===== src/hw/ucr_params.svh =====
// Offsets, fields, reset values and timing of the serial control block.
// Assumes byte addresses on the AXI4-Lite bus.
`ifndef UCR_PARAMS_SVH
`define UCR_PARAMS_SVH

// Register indices (byte address = 4 x index)
`define UCR_IDX_TXLO   4'h2
`define UCR_IDX_TXHI   4'h3
`define UCR_IDX_STATUS 4'h4
`define UCR_IDX_CTL_A  4'h5
`define UCR_IDX_CTL_B  4'h6
`define UCR_IDX_CTL_C  4'h7

// Reset values
`define UCR_RST_CTL_A  8'h00
`define UCR_RST_CTL_B  8'h00
`define UCR_RST_CTL_C  8'h03

// Control A fields
`define UCR_A_TXC_IE   6
`define UCR_A_DRE_IE   5
`define UCR_A_RXS_IE   4
`define UCR_A_LOOP     3
`define UCR_A_ABE_IE   2
`define UCR_A_LDRV     0

// Control B fields
`define UCR_B_RX_ON    7
`define UCR_B_TX_ON    6
`define UCR_B_SFD      4
`define UCR_B_ODRAIN   3
`define UCR_B_RXM_LSB  1
`define UCR_B_MPM      0

// Control C fields, normal and host SPI layout
`define UCR_C_CM_LSB   6
`define UCR_C_PM_LSB   4
`define UCR_C_STOP2    3
`define UCR_C_CS_LSB   0
`define UCR_C_LSBF     2
`define UCR_C_LATE     1

// Status fields
`define UCR_S_TXC      6
`define UCR_S_DRE      5
`define UCR_S_RXS      4
`define UCR_S_ISF      3

// Clock cycles per transmitted bit
`define UCR_BIT_CYCLES 16'd16

`endif


===== src/hw/ucr_pkg.sv =====
// Types of the serial control block.
// Assumes numbers come from ucr_params.svh.
package ucr_pkg;

   typedef enum logic [1:0] {
      ucr_cm_async = 2'h0,
      ucr_cm_sync  = 2'h1,
      ucr_cm_ir    = 2'h2,
      ucr_cm_spi   = 2'h3
   } ucr_communication_mode_t;

   typedef enum logic [1:0] {
      ucr_rx_normal       = 2'h0,
      ucr_rx_double_speed = 2'h1,
      ucr_rx_generic_auto = 2'h2,
      ucr_rx_lin_auto     = 2'h3
   } ucr_receiver_speed_mode_t;

   typedef enum logic [1:0] {
      ucr_par_none     = 2'h0,
      ucr_par_reserved = 2'h1,
      ucr_par_even     = 2'h2,
      ucr_par_odd      = 2'h3
   } ucr_parity_t;

   typedef enum logic [2:0] {
      ucr_cs_5     = 3'h0,
      ucr_cs_6     = 3'h1,
      ucr_cs_7     = 3'h2,
      ucr_cs_8     = 3'h3,
      ucr_cs_res4  = 3'h4,
      ucr_cs_res5  = 3'h5,
      ucr_cs_9low  = 3'h6,
      ucr_cs_9high = 3'h7
   } ucr_character_size_t;

   typedef enum logic [1:0] {
      ucr_tx_idle  = 2'b01,
      ucr_tx_shift = 2'b10
   } ucr_txst_t;

   typedef struct packed {
      logic        receiver_on;
      logic        transmitter_on;
      logic        start_frame_detect_enable;
      logic        open_drain_enable;
      ucr_receiver_speed_mode_t receiver_speed_mode;
      logic        multiprocessor_mode;
      logic        line_driver_mode_enable;
      logic        loopback_enable;
      ucr_communication_mode_t  communication_mode;
      ucr_parity_t parity_mode;
      logic        stop_bit_mode;
      ucr_character_size_t character_size;
      logic        spi_lsb_first;
      logic        spi_late_sample;
   } ucr_cfg_t;

   typedef struct packed {
      logic tx_complete;
      logic data_empty;
      logic rx_start;
      logic autobaud_err;
   } ucr_irq_t;

   typedef struct packed {
      logic [3:0] nbits;
      logic       parity_on;
      logic       parity_odd;
      logic       two_stop;
   } ucr_frame_t;

endpackage


===== src/hw/ucr_tx_shift.sv =====
// Transmit shift register: serialises one frame, LSB first.
// Assumes start is only raised while busy is low.
`timescale 1ns/1ps
`default_nettype none
`include "ucr_params.svh"

module ucr_tx_shift
   import ucr_pkg::*;
(
   input  wire logic             aclk,
   input  wire logic             aresetn,
   input  wire logic             start,
   input  wire logic [8:0]       data,
   input  wire ucr_pkg::ucr_frame_t fmt,
   output logic                  busy,
   output logic                  line,
   output logic                  done
);
   ucr_txst_t   st_r, st_nxt;
   logic [12:0] frame_r, frame_nxt, frame_new;
   logic [3:0]  left_r, left_nxt;
   logic [15:0] cnt_r, cnt_nxt;
   logic        line_r, line_nxt;
   logic        done_r, done_nxt;
   logic        par;
   logic [3:0]  total;

   // -------------------------------------------------------------
   // Frame build and bit timing
   // -------------------------------------------------------------
   always_comb begin
      frame_new = 13'h1fff;
      frame_new[0] = 1'b0;
      par = fmt.parity_odd;
      for (int i = 0; i < 9; i++) begin
         if (i < int'(fmt.nbits)) begin
            frame_new[i+1] = data[i];
            par = par ^ data[i];
         end
      end
      if (fmt.parity_on) begin
         frame_new[fmt.nbits+4'd1] = par;
      end
      total = 4'd1 + fmt.nbits + {3'h0, fmt.parity_on} + {3'h0, fmt.two_stop};
      st_nxt = st_r;
      frame_nxt = frame_r;
      left_nxt = left_r;
      cnt_nxt = cnt_r;
      line_nxt = line_r;
      done_nxt = 1'b0;
      unique case (st_r)
         ucr_tx_idle: begin
            line_nxt = 1'b1;
            if (start) begin
               frame_nxt = frame_new;
               line_nxt = frame_new[0];
               left_nxt = total;
               cnt_nxt = `UCR_BIT_CYCLES - 16'd1;
               st_nxt = ucr_tx_shift;
            end
         end
         ucr_tx_shift: begin
            if (cnt_r != 16'd0) begin
               cnt_nxt = cnt_r - 16'd1;
            end else if (left_r == 4'd0) begin
               line_nxt = 1'b1;
               done_nxt = 1'b1;
               st_nxt = ucr_tx_idle;
            end else begin
               frame_nxt = {1'b1, frame_r[12:1]};
               line_nxt = frame_r[1];
               left_nxt = left_r - 4'd1;
               cnt_nxt = `UCR_BIT_CYCLES - 16'd1;
            end
         end
         default: st_nxt = ucr_tx_idle;
      endcase
   end

   always_ff @(posedge aclk) begin
      if (!aresetn) begin
         st_r <= ucr_tx_idle;
         frame_r <= 13'h1fff;
         left_r <= 4'h0;
         cnt_r <= 16'h0;
         line_r <= 1'b1;
         done_r <= 1'b0;
      end else begin
         st_r <= st_nxt;
         frame_r <= frame_nxt;
         left_r <= left_nxt;
         cnt_r <= cnt_nxt;
         line_r <= line_nxt;
         done_r <= done_nxt;
      end
   end

   assign busy = (st_r == ucr_tx_shift);
   assign line = line_r;
   assign done = done_r;
endmodule
`default_nettype wire


===== src/hw/ucr_regs.sv =====
// Serial transceiver control registers, transmit buffer and line side.
// Assumes an AXI4-Lite master on aclk; rxd_pin is asynchronous.
//
// Notes on behaviour
// RL1: Transmit-complete request = flag AND enable.
// RL2: Data-empty request = flag AND enable.
// RL3: Receive-start request = flag AND enable.
// RL4: Loop-back feeds transmit line to receiver, pin cut off.
// RL5: Auto-baud error request = sync-error flag AND enable.
// RL6: Bit enables line-driver mode.
// RL7: Bit turns receiver on.
// RL8: Bit turns transmitter on.
// RL9: Bit enables start-of-frame detection.
// RL10: Bit makes transmit pin open-drain, else push-pull.
// RL11: Receiver mode: normal, double speed, generic or LIN auto-baud.
// RL12: Software keeps receiver mode 0 in async and infrared.
// RL13: Bit enables multiprocessor mode.
// RL14: Communication mode: async, sync, infrared or host SPI.
// RL15: Host SPI code selects alternate control C layout.
// RL16: Parity: 0 off, 2 even, 3 odd, 1 reserved.
// RL17: Stop-bit bit: one or two transmit stop bits.
// RL18: Character size 5 to 8 bits, or 9 bits low or high first.
// RL19: Nine-bit low-first commits on high byte, else low byte.
// RL20: TX-complete sets when shifter and buffer empty; write one clears.
// RL21: Requests are flag AND enable, every clock.
//
// Local design decision: register access over AXI4-Lite.
`timescale 1ns/1ps
`default_nettype none
`include "ucr_params.svh"

module ucr_regs
   import ucr_pkg::*;
(
   input  wire logic        aclk,
   input  wire logic        aresetn,
   input  wire logic [5:0]  s_axi_awaddr,
   input  wire logic        s_axi_awvalid,
   output logic             s_axi_awready,
   input  wire logic [31:0] s_axi_wdata,
   input  wire logic [3:0]  s_axi_wstrb,
   input  wire logic        s_axi_wvalid,
   output logic             s_axi_wready,
   output logic [1:0]       s_axi_bresp,
   output logic             s_axi_bvalid,
   input  wire logic        s_axi_bready,
   input  wire logic [5:0]  s_axi_araddr,
   input  wire logic        s_axi_arvalid,
   output logic             s_axi_arready,
   output logic [31:0]      s_axi_rdata,
   output logic [1:0]       s_axi_rresp,
   output logic             s_axi_rvalid,
   input  wire logic        s_axi_rready,
   input  wire logic        rxd_pin,
   input  wire logic        sync_field_error_evt,
   output logic             txd_o,
   output logic             txd_oe_n,
   output logic             line_drv_en,
   output logic             rx_line,
   output ucr_pkg::ucr_cfg_t cfg,
   output ucr_pkg::ucr_irq_t irq
);
   import ucr_pkg::*;

   localparam logic [1:0] RESP_OKAY   = 2'h0;
   localparam logic [1:0] RESP_SLVERR = 2'h2;

   // -------------------------------------------------------------
   // Decode helpers
   // -------------------------------------------------------------
   function automatic logic idx_mapped(input logic [3:0] idx);
      idx_mapped = (idx >= `UCR_IDX_TXLO) && (idx <= `UCR_IDX_CTL_C);
   endfunction

   function automatic logic [3:0] size_bits(input ucr_character_size_t cs);
      unique case (cs)
         ucr_cs_5:     size_bits = 4'd5;
         ucr_cs_6:     size_bits = 4'd6;
         ucr_cs_7:     size_bits = 4'd7;
         ucr_cs_9low,
         ucr_cs_9high: size_bits = 4'd9;
         default:      size_bits = 4'd8;
      endcase
   endfunction

   // -------------------------------------------------------------
   // State
   // -------------------------------------------------------------
   logic        aw_rdy_r, aw_rdy_nxt, w_rdy_r, w_rdy_nxt;
   logic [3:0]  wr_idx_r, wr_idx_nxt;
   logic [7:0]  wr_dat_r, wr_dat_nxt;
   logic        wr_stb_r, wr_stb_nxt;
   logic        bvalid_r, bvalid_nxt;
   logic [1:0]  bresp_r, bresp_nxt;
   logic        ar_rdy_r, ar_rdy_nxt, rvalid_r, rvalid_nxt;
   logic [31:0] rdata_r, rdata_nxt;
   logic [1:0]  rresp_r, rresp_nxt;

   logic [7:0]  ctl_a_r, ctl_a_nxt, ctl_b_r, ctl_b_nxt, ctl_c_r, ctl_c_nxt;
   logic        txc_r, txc_nxt, rxs_r, rxs_nxt, isf_r, isf_nxt;
   logic [7:0]  tx_lo_r, tx_lo_nxt;
   logic        tx_hi_r, tx_hi_nxt;
   logic [8:0]  buf_r, buf_nxt;
   logic        full_r, full_nxt;

   logic        rxd_s1_r, rxd_s2_r;
   logic        rxl_r, rxl_nxt, rxl_prev_r;
   logic        txd_r, txd_nxt, oe_n_r, oe_n_nxt, drv_r, drv_nxt;
   ucr_irq_t    irq_r, irq_nxt;

   logic        do_write, wr_hit, sel_lo, sel_hi, commit, start;
   logic        sh_busy, sh_line, sh_done, spi, rx_fall;
   logic [7:0]  status_rd, ctl_c_rd;
   ucr_cfg_t    cfg_w;
   ucr_frame_t  fmt;

   // -------------------------------------------------------------
   // Field decode
   // -------------------------------------------------------------
   always_comb begin
      cfg_w.receiver_on = ctl_b_r[`UCR_B_RX_ON]; // RL7
      cfg_w.transmitter_on = ctl_b_r[`UCR_B_TX_ON]; // RL8
      cfg_w.start_frame_detect_enable = ctl_b_r[`UCR_B_SFD]; // RL9
      cfg_w.open_drain_enable = ctl_b_r[`UCR_B_ODRAIN];
      cfg_w.receiver_speed_mode =
         ucr_receiver_speed_mode_t'(ctl_b_r[`UCR_B_RXM_LSB +: 2]); // RL11
      cfg_w.multiprocessor_mode = ctl_b_r[`UCR_B_MPM]; // RL13
      cfg_w.line_driver_mode_enable = ctl_a_r[`UCR_A_LDRV]; // RL6
      cfg_w.loopback_enable = ctl_a_r[`UCR_A_LOOP];
      cfg_w.communication_mode = ucr_communication_mode_t'(ctl_c_r[`UCR_C_CM_LSB +: 2]); // RL14
      spi = (cfg_w.communication_mode == ucr_cm_spi);
      // Host SPI layout hides the normal frame fields
      cfg_w.parity_mode = spi ? ucr_par_none
                              : ucr_parity_t'(ctl_c_r[`UCR_C_PM_LSB +: 2]); // RL15
      cfg_w.stop_bit_mode = spi ? 1'b0 : ctl_c_r[`UCR_C_STOP2]; // RL15
      cfg_w.character_size = spi ? ucr_cs_8
                                 : ucr_character_size_t'(ctl_c_r[`UCR_C_CS_LSB +: 3]); // RL18
      cfg_w.spi_lsb_first = spi & ctl_c_r[`UCR_C_LSBF]; // RL15
      cfg_w.spi_late_sample = spi & ctl_c_r[`UCR_C_LATE]; // RL15
      fmt.nbits = size_bits(cfg_w.character_size); // RL18
      fmt.parity_on = cfg_w.parity_mode[1]; // RL16
      fmt.parity_odd = (cfg_w.parity_mode == ucr_par_odd); // RL16
      fmt.two_stop = cfg_w.stop_bit_mode; // RL17
      ctl_c_rd = spi ? {ctl_c_r[7:6], 3'h0, ctl_c_r[2:1], 1'b0} : ctl_c_r;
      status_rd = 8'h00;
      status_rd[`UCR_S_TXC] = txc_r;
      status_rd[`UCR_S_DRE] = ~full_r;
      status_rd[`UCR_S_RXS] = rxs_r;
      status_rd[`UCR_S_ISF] = isf_r;
   end

   // -------------------------------------------------------------
   // AXI4-Lite write and read channels
   // -------------------------------------------------------------
   always_comb begin
      aw_rdy_nxt = aw_rdy_r;
      w_rdy_nxt = w_rdy_r;
      wr_idx_nxt = wr_idx_r;
      wr_dat_nxt = wr_dat_r;
      wr_stb_nxt = wr_stb_r;
      bvalid_nxt = bvalid_r;
      bresp_nxt = bresp_r;
      do_write = ~aw_rdy_r & ~w_rdy_r & ~bvalid_r;
      wr_hit = do_write & idx_mapped(wr_idx_r) & wr_stb_r;
      if (s_axi_awvalid && aw_rdy_r) begin
         aw_rdy_nxt = 1'b0;
         wr_idx_nxt = s_axi_awaddr[5:2];
      end
      if (s_axi_wvalid && w_rdy_r) begin
         w_rdy_nxt = 1'b0;
         wr_dat_nxt = s_axi_wdata[7:0];
         wr_stb_nxt = s_axi_wstrb[0];
      end
      if (do_write) begin
         bvalid_nxt = 1'b1;
         bresp_nxt = idx_mapped(wr_idx_r) ? RESP_OKAY : RESP_SLVERR;
      end
      if (bvalid_r && s_axi_bready) begin
         bvalid_nxt = 1'b0;
         aw_rdy_nxt = 1'b1;
         w_rdy_nxt = 1'b1;
      end
      ar_rdy_nxt = ar_rdy_r;
      rvalid_nxt = rvalid_r;
      rdata_nxt = rdata_r;
      rresp_nxt = rresp_r;
      if (s_axi_arvalid && ar_rdy_r) begin
         ar_rdy_nxt = 1'b0;
         rvalid_nxt = 1'b1;
         rresp_nxt = idx_mapped(s_axi_araddr[5:2]) ? RESP_OKAY : RESP_SLVERR;
         unique case (s_axi_araddr[5:2])
            `UCR_IDX_TXLO:   rdata_nxt = {24'h0, tx_lo_r};
            `UCR_IDX_TXHI:   rdata_nxt = {31'h0, tx_hi_r};
            `UCR_IDX_STATUS: rdata_nxt = {24'h0, status_rd};
            `UCR_IDX_CTL_A:  rdata_nxt = {24'h0, ctl_a_r};
            `UCR_IDX_CTL_B:  rdata_nxt = {24'h0, ctl_b_r};
            `UCR_IDX_CTL_C:  rdata_nxt = {24'h0, ctl_c_rd};
            default:         rdata_nxt = 32'h0;
         endcase
      end
      if (rvalid_r && s_axi_rready) begin
         rvalid_nxt = 1'b0;
         ar_rdy_nxt = 1'b1;
      end
   end

   always_ff @(posedge aclk) begin
      if (!aresetn) begin
         aw_rdy_r <= 1'b1;
         w_rdy_r <= 1'b1;
         wr_idx_r <= 4'h0;
         wr_dat_r <= 8'h00;
         wr_stb_r <= 1'b0;
         bvalid_r <= 1'b0;
         bresp_r <= 2'h0;
         ar_rdy_r <= 1'b1;
         rvalid_r <= 1'b0;
         rdata_r <= 32'h0;
         rresp_r <= 2'h0;
      end else begin
         aw_rdy_r <= aw_rdy_nxt;
         w_rdy_r <= w_rdy_nxt;
         wr_idx_r <= wr_idx_nxt;
         wr_dat_r <= wr_dat_nxt;
         wr_stb_r <= wr_stb_nxt;
         bvalid_r <= bvalid_nxt;
         bresp_r <= bresp_nxt;
         ar_rdy_r <= ar_rdy_nxt;
         rvalid_r <= rvalid_nxt;
         rdata_r <= rdata_nxt;
         rresp_r <= rresp_nxt;
      end
   end

   // -------------------------------------------------------------
   // Control registers, status flags and transmit buffer
   // -------------------------------------------------------------
   always_comb begin
      ctl_a_nxt = ctl_a_r;
      ctl_b_nxt = ctl_b_r;
      ctl_c_nxt = ctl_c_r;
      tx_lo_nxt = tx_lo_r;
      tx_hi_nxt = tx_hi_r;
      buf_nxt = buf_r;
      full_nxt = full_r;
      sel_lo = wr_hit && (wr_idx_r == `UCR_IDX_TXLO) && !full_r;
      sel_hi = wr_hit && (wr_idx_r == `UCR_IDX_TXHI) && !full_r;
      if (wr_hit && wr_idx_r == `UCR_IDX_CTL_A) begin
         ctl_a_nxt = wr_dat_r & 8'h7d;
      end
      if (wr_hit && wr_idx_r == `UCR_IDX_CTL_B) begin
         ctl_b_nxt = wr_dat_r & 8'hdf;
      end
      if (wr_hit && wr_idx_r == `UCR_IDX_CTL_C) begin
         ctl_c_nxt = wr_dat_r;
      end
      if (sel_lo) begin
         tx_lo_nxt = wr_dat_r;
      end
      if (sel_hi) begin
         tx_hi_nxt = wr_dat_r[0];
      end
      commit = (cfg_w.character_size == ucr_cs_9low) ? sel_hi : sel_lo; // RL19
      start = full_r && !sh_busy && cfg_w.transmitter_on; // RL8
      if (start) begin
         full_nxt = 1'b0;
      end
      if (commit) begin
         buf_nxt = {tx_hi_nxt, tx_lo_nxt}; // RL19
         full_nxt = 1'b1;
      end
      // Hardware set wins over a same-cycle write-one clear
      txc_nxt = txc_r;
      rxs_nxt = rxs_r;
      isf_nxt = isf_r;
      if (wr_hit && wr_idx_r == `UCR_IDX_STATUS) begin
         if (wr_dat_r[`UCR_S_TXC]) txc_nxt = 1'b0; // RL20
         if (wr_dat_r[`UCR_S_RXS]) rxs_nxt = 1'b0;
         if (wr_dat_r[`UCR_S_ISF]) isf_nxt = 1'b0;
      end
      if (sh_done && !full_r) begin
         txc_nxt = 1'b1; // RL20
      end
      if (rx_fall && cfg_w.start_frame_detect_enable && cfg_w.receiver_on && !spi) begin
         rxs_nxt = 1'b1; // RL9
      end
      if (sync_field_error_evt && cfg_w.receiver_speed_mode[1]) begin
         isf_nxt = 1'b1;
      end
   end

   always_ff @(posedge aclk) begin
      if (!aresetn) begin
         ctl_a_r <= `UCR_RST_CTL_A;
         ctl_b_r <= `UCR_RST_CTL_B;
         ctl_c_r <= `UCR_RST_CTL_C;
         tx_lo_r <= 8'h00;
         tx_hi_r <= 1'b0;
         buf_r <= 9'h000;
         full_r <= 1'b0;
         txc_r <= 1'b0;
         rxs_r <= 1'b0;
         isf_r <= 1'b0;
      end else begin
         ctl_a_r <= ctl_a_nxt;
         ctl_b_r <= ctl_b_nxt;
         ctl_c_r <= ctl_c_nxt;
         tx_lo_r <= tx_lo_nxt;
         tx_hi_r <= tx_hi_nxt;
         buf_r <= buf_nxt;
         full_r <= full_nxt;
         txc_r <= txc_nxt;
         rxs_r <= rxs_nxt;
         isf_r <= isf_nxt;
      end
   end

   ucr_tx_shift u_shift (
      .aclk    (aclk),
      .aresetn (aresetn),
      .start   (start),
      .data    (buf_r),
      .fmt     (fmt),
      .busy    (sh_busy),
      .line    (sh_line),
      .done    (sh_done)
   );

   // -------------------------------------------------------------
   // Line side and interrupt requests
   // -------------------------------------------------------------
   always_comb begin
      rxl_nxt = cfg_w.loopback_enable ? sh_line : rxd_s2_r; // RL4
      rx_fall = rxl_prev_r & ~rxl_r;
      if (cfg_w.open_drain_enable) begin
         txd_nxt = 1'b0; // RL10
         oe_n_nxt = sh_line | ~cfg_w.transmitter_on; // RL10
      end else begin
         txd_nxt = sh_line;
         oe_n_nxt = ~cfg_w.transmitter_on;
      end
      drv_nxt = cfg_w.line_driver_mode_enable & sh_busy; // RL6
      irq_nxt.tx_complete = txc_r & ctl_a_r[`UCR_A_TXC_IE]; // RL1 RL21
      irq_nxt.data_empty = ~full_r & ctl_a_r[`UCR_A_DRE_IE]; // RL2 RL21
      irq_nxt.rx_start = rxs_r & ctl_a_r[`UCR_A_RXS_IE]; // RL3 RL21
      irq_nxt.autobaud_err = isf_r & ctl_a_r[`UCR_A_ABE_IE]; // RL5 RL21
   end

   always_ff @(posedge aclk) begin
      if (!aresetn) begin
         rxd_s1_r <= 1'b1;
         rxd_s2_r <= 1'b1;
         rxl_r <= 1'b1;
         rxl_prev_r <= 1'b1;
         txd_r <= 1'b1;
         oe_n_r <= 1'b1;
         drv_r <= 1'b0;
         irq_r <= '0;
      end else begin
         rxd_s1_r <= rxd_pin;
         rxd_s2_r <= rxd_s1_r;
         rxl_r <= rxl_nxt;
         rxl_prev_r <= rxl_r;
         txd_r <= txd_nxt;
         oe_n_r <= oe_n_nxt;
         drv_r <= drv_nxt;
         irq_r <= irq_nxt;
      end
   end

   assign cfg = cfg_w;
   assign irq = irq_r;
   assign txd_o = txd_r;
   assign txd_oe_n = oe_n_r;
   assign line_drv_en = drv_r;
   assign rx_line = rxl_r;
   assign s_axi_awready = aw_rdy_r;
   assign s_axi_wready = w_rdy_r;
   assign s_axi_bvalid = bvalid_r;
   assign s_axi_bresp = bresp_r;
   assign s_axi_arready = ar_rdy_r;
   assign s_axi_rvalid = rvalid_r;
   assign s_axi_rdata = rdata_r;
   assign s_axi_rresp = rresp_r;
endmodule
`default_nettype wire


===== config.mk =====
export PLATFORM = sky130hd
export DESIGN_NAME = ucr_regs
export DESIGN_NICKNAME = d
export VERILOG_FILES = /design/src/hw/ucr_pkg.sv /design/src/hw/ucr_tx_shift.sv /design/src/hw/ucr_regs.sv
export VERILOG_INCLUDE_DIRS = /design/src /design/src/hw
export SDC_FILE = /design/constraint.sdc
export NUM_CORES = 1
export LEC_CHECK = 0
export BUFFER_PORTS_ARGS = -buffer_cell sky130_fd_sc_hd__buf_2
export CORE_UTILIZATION = 45
export DETAILED_ROUTE_END_ITERATION = 10
export GPL_ROUTABILITY_DRIVEN = 1
export GPL_TIMING_DRIVEN = 0
export PLACE_DENSITY = 0.76
export SKIP_CTS_REPAIR_TIMING = 1
export SLEW_MARGIN = 20
export SYNTH_ARGS = -nofsm -noshare
export SYNTH_HDL_FRONTEND = slang
export SYNTH_HIERARCHICAL = 1
export SYNTH_SLANG_ARGS = --single-unit

===== constraint.sdc =====
create_clock -name aclk -period 3 [get_ports aclk]
set_input_delay 0.45 -clock aclk [delete_from_list [all_inputs] [get_ports aclk]]
set_output_delay 0.45 -clock aclk [all_outputs]
set_load 0.05 [all_outputs]

Yosys cells after proc, flatten, opt, wreduce, memory -nomap -nowiden
Cells that the tools add are included.

Flip-flop bits (word level): 145. Output and inout bits: 68.

Equality and inequality tests: 25. Order comparisons: 15. Bitwise logic cells: 30. Multiplexer cells: 68. Reduce and logical (&&, ||, !) cells: 48. Add/sub/neg operators: 5.

Operators by type and width (number): 2-to-1 mux 13 bit (4); 2-to-1 mux 16 bit (3); case mux 8 bit (6 select lines) (1); 2-to-1 mux 1 bit (40); equality test 4 x 3 -> 1 bit (second input constant) (8); case mux 16 bit (2 select lines) (1); case mux 13 bit (2 select lines) (1); logical AND 1 bit (23); equality test 4 x 2 -> 1 bit (second input constant) (4); less-than comparator 3 x 4 -> 1 bit (first input constant) (4); case mux 4 bit (4 select lines) (1); nonzero test 16 bit (1); nonzero test 2 bit (8); subtractor 16 x 1 -> 16 bit (second input constant) (1); bitwise mux 13 bit (1); AND 1 bit (12); 2-to-1 mux 2 bit (6); 2-to-1 mux 4 bit (3); bitwise XOR 1 bit (9); adder 4 x 1 -> 4 bit (2); greater-or-equal comparator 4 x 2 -> 1 bit (second input constant) (2); <= comparator 4 x 3 -> 1 bit (second input constant) (2); less-than comparator 1 x 4 -> 1 bit (first input constant) (2); less-than comparator 2 x 4 -> 1 bit (first input constant) (2); 30 further kinds (50).

Depth between registers and ports, before layout
Depth after elaboration: 27. Gate-level depth with buffers: 13.

By module
Netlist, hierarchy kept.

Modules (own cells, without submodules): ucr_regs (area an instance 3797.4 um^2, instances 1, cells an instance 430, sequential area each 1641.6 um^2); ucr_tx_shift (area an instance 2422.3 um^2, instances 1, cells an instance 306, sequential area each 720.7 um^2).

Least setup slack after synthesis
Ideal clock, no wire load.

Path kind: register -> register. Start point: reg ctl_c_r[7]. End point: reg u_shift.frame_r[9]. Library setup time: 139 ps. Cell stages (with the launch flop): 13. Path slack: -34 ps. Data arrival time: 2895 ps. Buffers on the path: 1. Period minus slack after synthesis: 3034 ps. Path through: dfxtp_1 and2_1 nor3_1 inv_1 ha_1 nor2b_1 nand3b_1 a32o_1 xnor2_1 xnor2_1 buf_2 nor4_1 o211ai_1.

RTL lines: start: declaration (RTL line ucr_regs.sv:99) `logic [7:0] ctl_a_r, ctl_a_nxt, ctl_b_r, ctl_b_nxt, ctl_c_r, ctl_c_nxt;`; start signal: assignment (RTL line ucr_regs.sv:296) `` ctl_c_r <= `UCR_RST_CTL_C; ``; start signal: assignment (RTL line ucr_regs.sv:307) `ctl_c_r <= ctl_c_nxt;`; end signal: assignment (RTL line ucr_tx_shift.sv:90) `frame_r <= frame_nxt;`; end: declaration (RTL line ucr_tx_shift.sv:20) `logic [12:0] frame_r, frame_nxt, frame_new;`.

==> results.cfg <==
[setup_path]
slowest_stage = dfxtp_4
r2r_cells = 11
crit_type = flop to flop
critPathMaxFanout = 8
critPathRequiredTime_ns = 3.26
cp_cell_sequence = and2_4 > nor3_4 > inv_2 > ha_1 > nor2b_1 > nand3b_1 > a32o_1 > xnor2_2 > xnor2_2 > nor4_1 > o311ai_0
worst_setup_path_end_kind = flop
worstPathArrival_ns = 3.19
crit_path_max_incr_delay_ns = 0.39
r2r_slack_ns = 0.07
reg2reg_to = u_shift/frame_r[10]
cp_common_cell = xnor2_2
reg2reg_from = ctl_c_r[7]
cp-start-kind = flop

[placed_design]
place_hpwl_microns = 11480
place_congestion = 0.8999
placed_area_sq_um = 6874
dp.cells = 1004
port-buffer-count = 67

[power]
p_total_uw = 4220
p_leak_uw = 0.003365
ir_drop_v = 0.0004272
cellPowerDensity_nw_per_um2 = 551.6

[logic_synthesis]
yosysWarningCount = 6
syn_inst = 736
synth_edf_count = 0
syn_area_per_cell_sq_um = 8.451
ys_ff_latch = 118
synth_ff_type = dfxtp_1
synth.distinct_cells = 72
synthArstFlopShare_pct = 0
ys_seq_area_share_pct = 37.98
syn_area_sq_um = 6220

[timing]
fin_crit_sh_pct = 97.61
setup_viol = 0
holdWs_ns = 0.2259
period_minus_slack_ns = 2.928
finalHoldViolations = 0
tightest_slew_ns = 0.6879
drv_slew = 0
relSlewSlack_pct = 54.14
fmax_mhz = 341.5
fin_worst_skew_ns = 0.008454

[layout]
final_util_pct = 57.32
mostFrequentLayoutCells = dfxtp_1 (113), nand2_1 (81), buf_2 (77), nor2_1 (53), a21oi_1 (44)
area_growth_pct = 23.01
drive_above_1_share_pct = 23.17
layout_commonest_cell = dfxtp_1
diodes = 0
fin_nets = 919
final_area_sq_um = 7651
finalNonFillerCells = 1039

[route]
finalWirelength_microns = 16570
drtIter0Drc = 575
vias_per_cell = 5.489
wl_per_cell_microns = 15.95
ant_nets = 0
drc = 0
drtPass1Iterations = 7
vias = 5703

[hold_path]
hp-class = primary input to flop
holdPathStages = 2
min_to = rxd_s1_r
min-delay-start = rxd_pin

[global_route]
grt_overflow = 0
track_usage_pct = 23.52
grt_first_pass_wirelength_microns = 26330
antenna_found_initial = 0
grt_max_degree = 17
grt_pass1_vias = 5208

[floorplan]
dieWidth_microns = 119.6
start_util_pct = 46.60
dieArea_sq_um = 14300
core_sq_um = 13350
pin_count = 125
num_rows = 42
die_h_microns = 119.6

[outcome]
outcome = finished clean

[clock_tree]
clock-sinks = 118
cts_tree = done
clk_latency_ns = 0.42
clkTransAtPathRegs_ns = 0.05
numCtsBuffers = 17
htree_levels = 4
clk_path_buf_depth = 2
cts-root-buf = clkbuf_16

[job]
drv_cap = 0
## report_power, final
| group | internal, uW | switching, uW |
|---|---|---|
| combinational | 85.6 | 205 |
| clock | 1620 | 697 |
| sequential | 1590 | 26.6 |
| total | 3290 | 929 |
## logic make-up after synthesis
| kind of cell | after synthesis | synth area share (%) |
|---|---|---|
| other | 1 | 0.06029 |
| AO/OA/AOI/OAI | 152 | 15.83 |
| XOR/XNOR | 21 | 2.957 |
| buffers and inverters | 95 | 8.449 |
| adder cells (fa/ha/maj) | 12 | 2.535 |
| multiplexers | 49 | 8.328 |
| flip-flops | 118 | 37.98 |
| AND/OR/NAND/NOR | 288 | 23.86 |
## Yosys cell counts, drive strengths merged, types with 7 or more instances
cell	instances	share of area, %
a21oi	46	3.7
and3	16	1.6
buf	53	5.9
clkbuf	19	1.2
dfxtp	118	38
ha	11	2.2
inv	23	1.4
mux2	12	2.2
mux2i	36	5.8
nand2	83	5.0
nand2b	15	1.5
nand3	36	2.9
nor2	55	3.3
nor2b	15	1.5
nor3	17	1.5
nor4	8	1.0
o21ai	41	3.3
or3	7	0.70
xnor2	14	2.0
xor2	7	0.99
## cell type report
class	instances	area [sq um]
buffer	71	441.7
clock buffer	23	478.0
clock inverter	9	195.2
fill	1193	5697
inverter	23	86.33
multi-input combinational	548	3491
sequential	118	2374
tap	176	220.2
timing repair buffer	71	365.4
## worst max path at each step
stage                     startpoint                   to  slack, ns  cells after the start
after floorplan           ctl_c_r[7]   u_shift/frame_r[9]       0.02                     13
after global placement    ctl_c_r[6]   u_shift/frame_r[6]      -0.51                     12
after detailed placement  ctl_c_r[7]   u_shift/frame_r[6]      -0.52                     12
after CTS                 ctl_c_r[7]   u_shift/frame_r[6]      -0.54                     12
after global routing      ctl_c_r[7]         u_shift/line      -0.03                     12
final                     ctl_c_r[7]  u_shift/frame_r[10]       0.07                     11
## registers in the layout, summed over array words and instances, names as in the netlist, 6 cells and up
name,cells
ctl_b_r,7
u_shift/frame_r,12
buf_r,9
ctl_a_r,6
tx_lo_r,8
ctl_c_r,8
u_shift/cnt_r,16
wr_dat_r,8
s_axi_rdata,8
## critical path: cells and delay by family (launching register included)
family                     cells  cell delay [ns]
xor gates and xnor gates       2             0.34
buffers and inverters          1             0.12
and+or+nand+nor                5             1.20
AOI/OAI and AO/OA              2             0.48
adders and majority gates      1             0.24
DFF                            1             0.39
## metal layers
| layer | track usage, % | routed length (microns) |
|---|---|---|
| met1 | 32.19 | 7497 |
| met2 | 35.91 | 7513 |
| met3 | 5.038 | 1179 |
| met4 | 9.531 | 377 |
| met5 | 0 | 0 |
## per-stage QoR
step / TNS (ns) / setup WS [ns]
2_1_floorplan: 0 / 0.02153
3_3_place_gp: -5.382 / -0.5059
3_5_place_dp: -5.672 / -0.5189
4_1_cts: -5.928 / -0.5440
5_1_grt: -0.07844 / -0.03342
6_report: 0 / 0.07183
No activity file was read; power rests on OpenSTA's default activity.
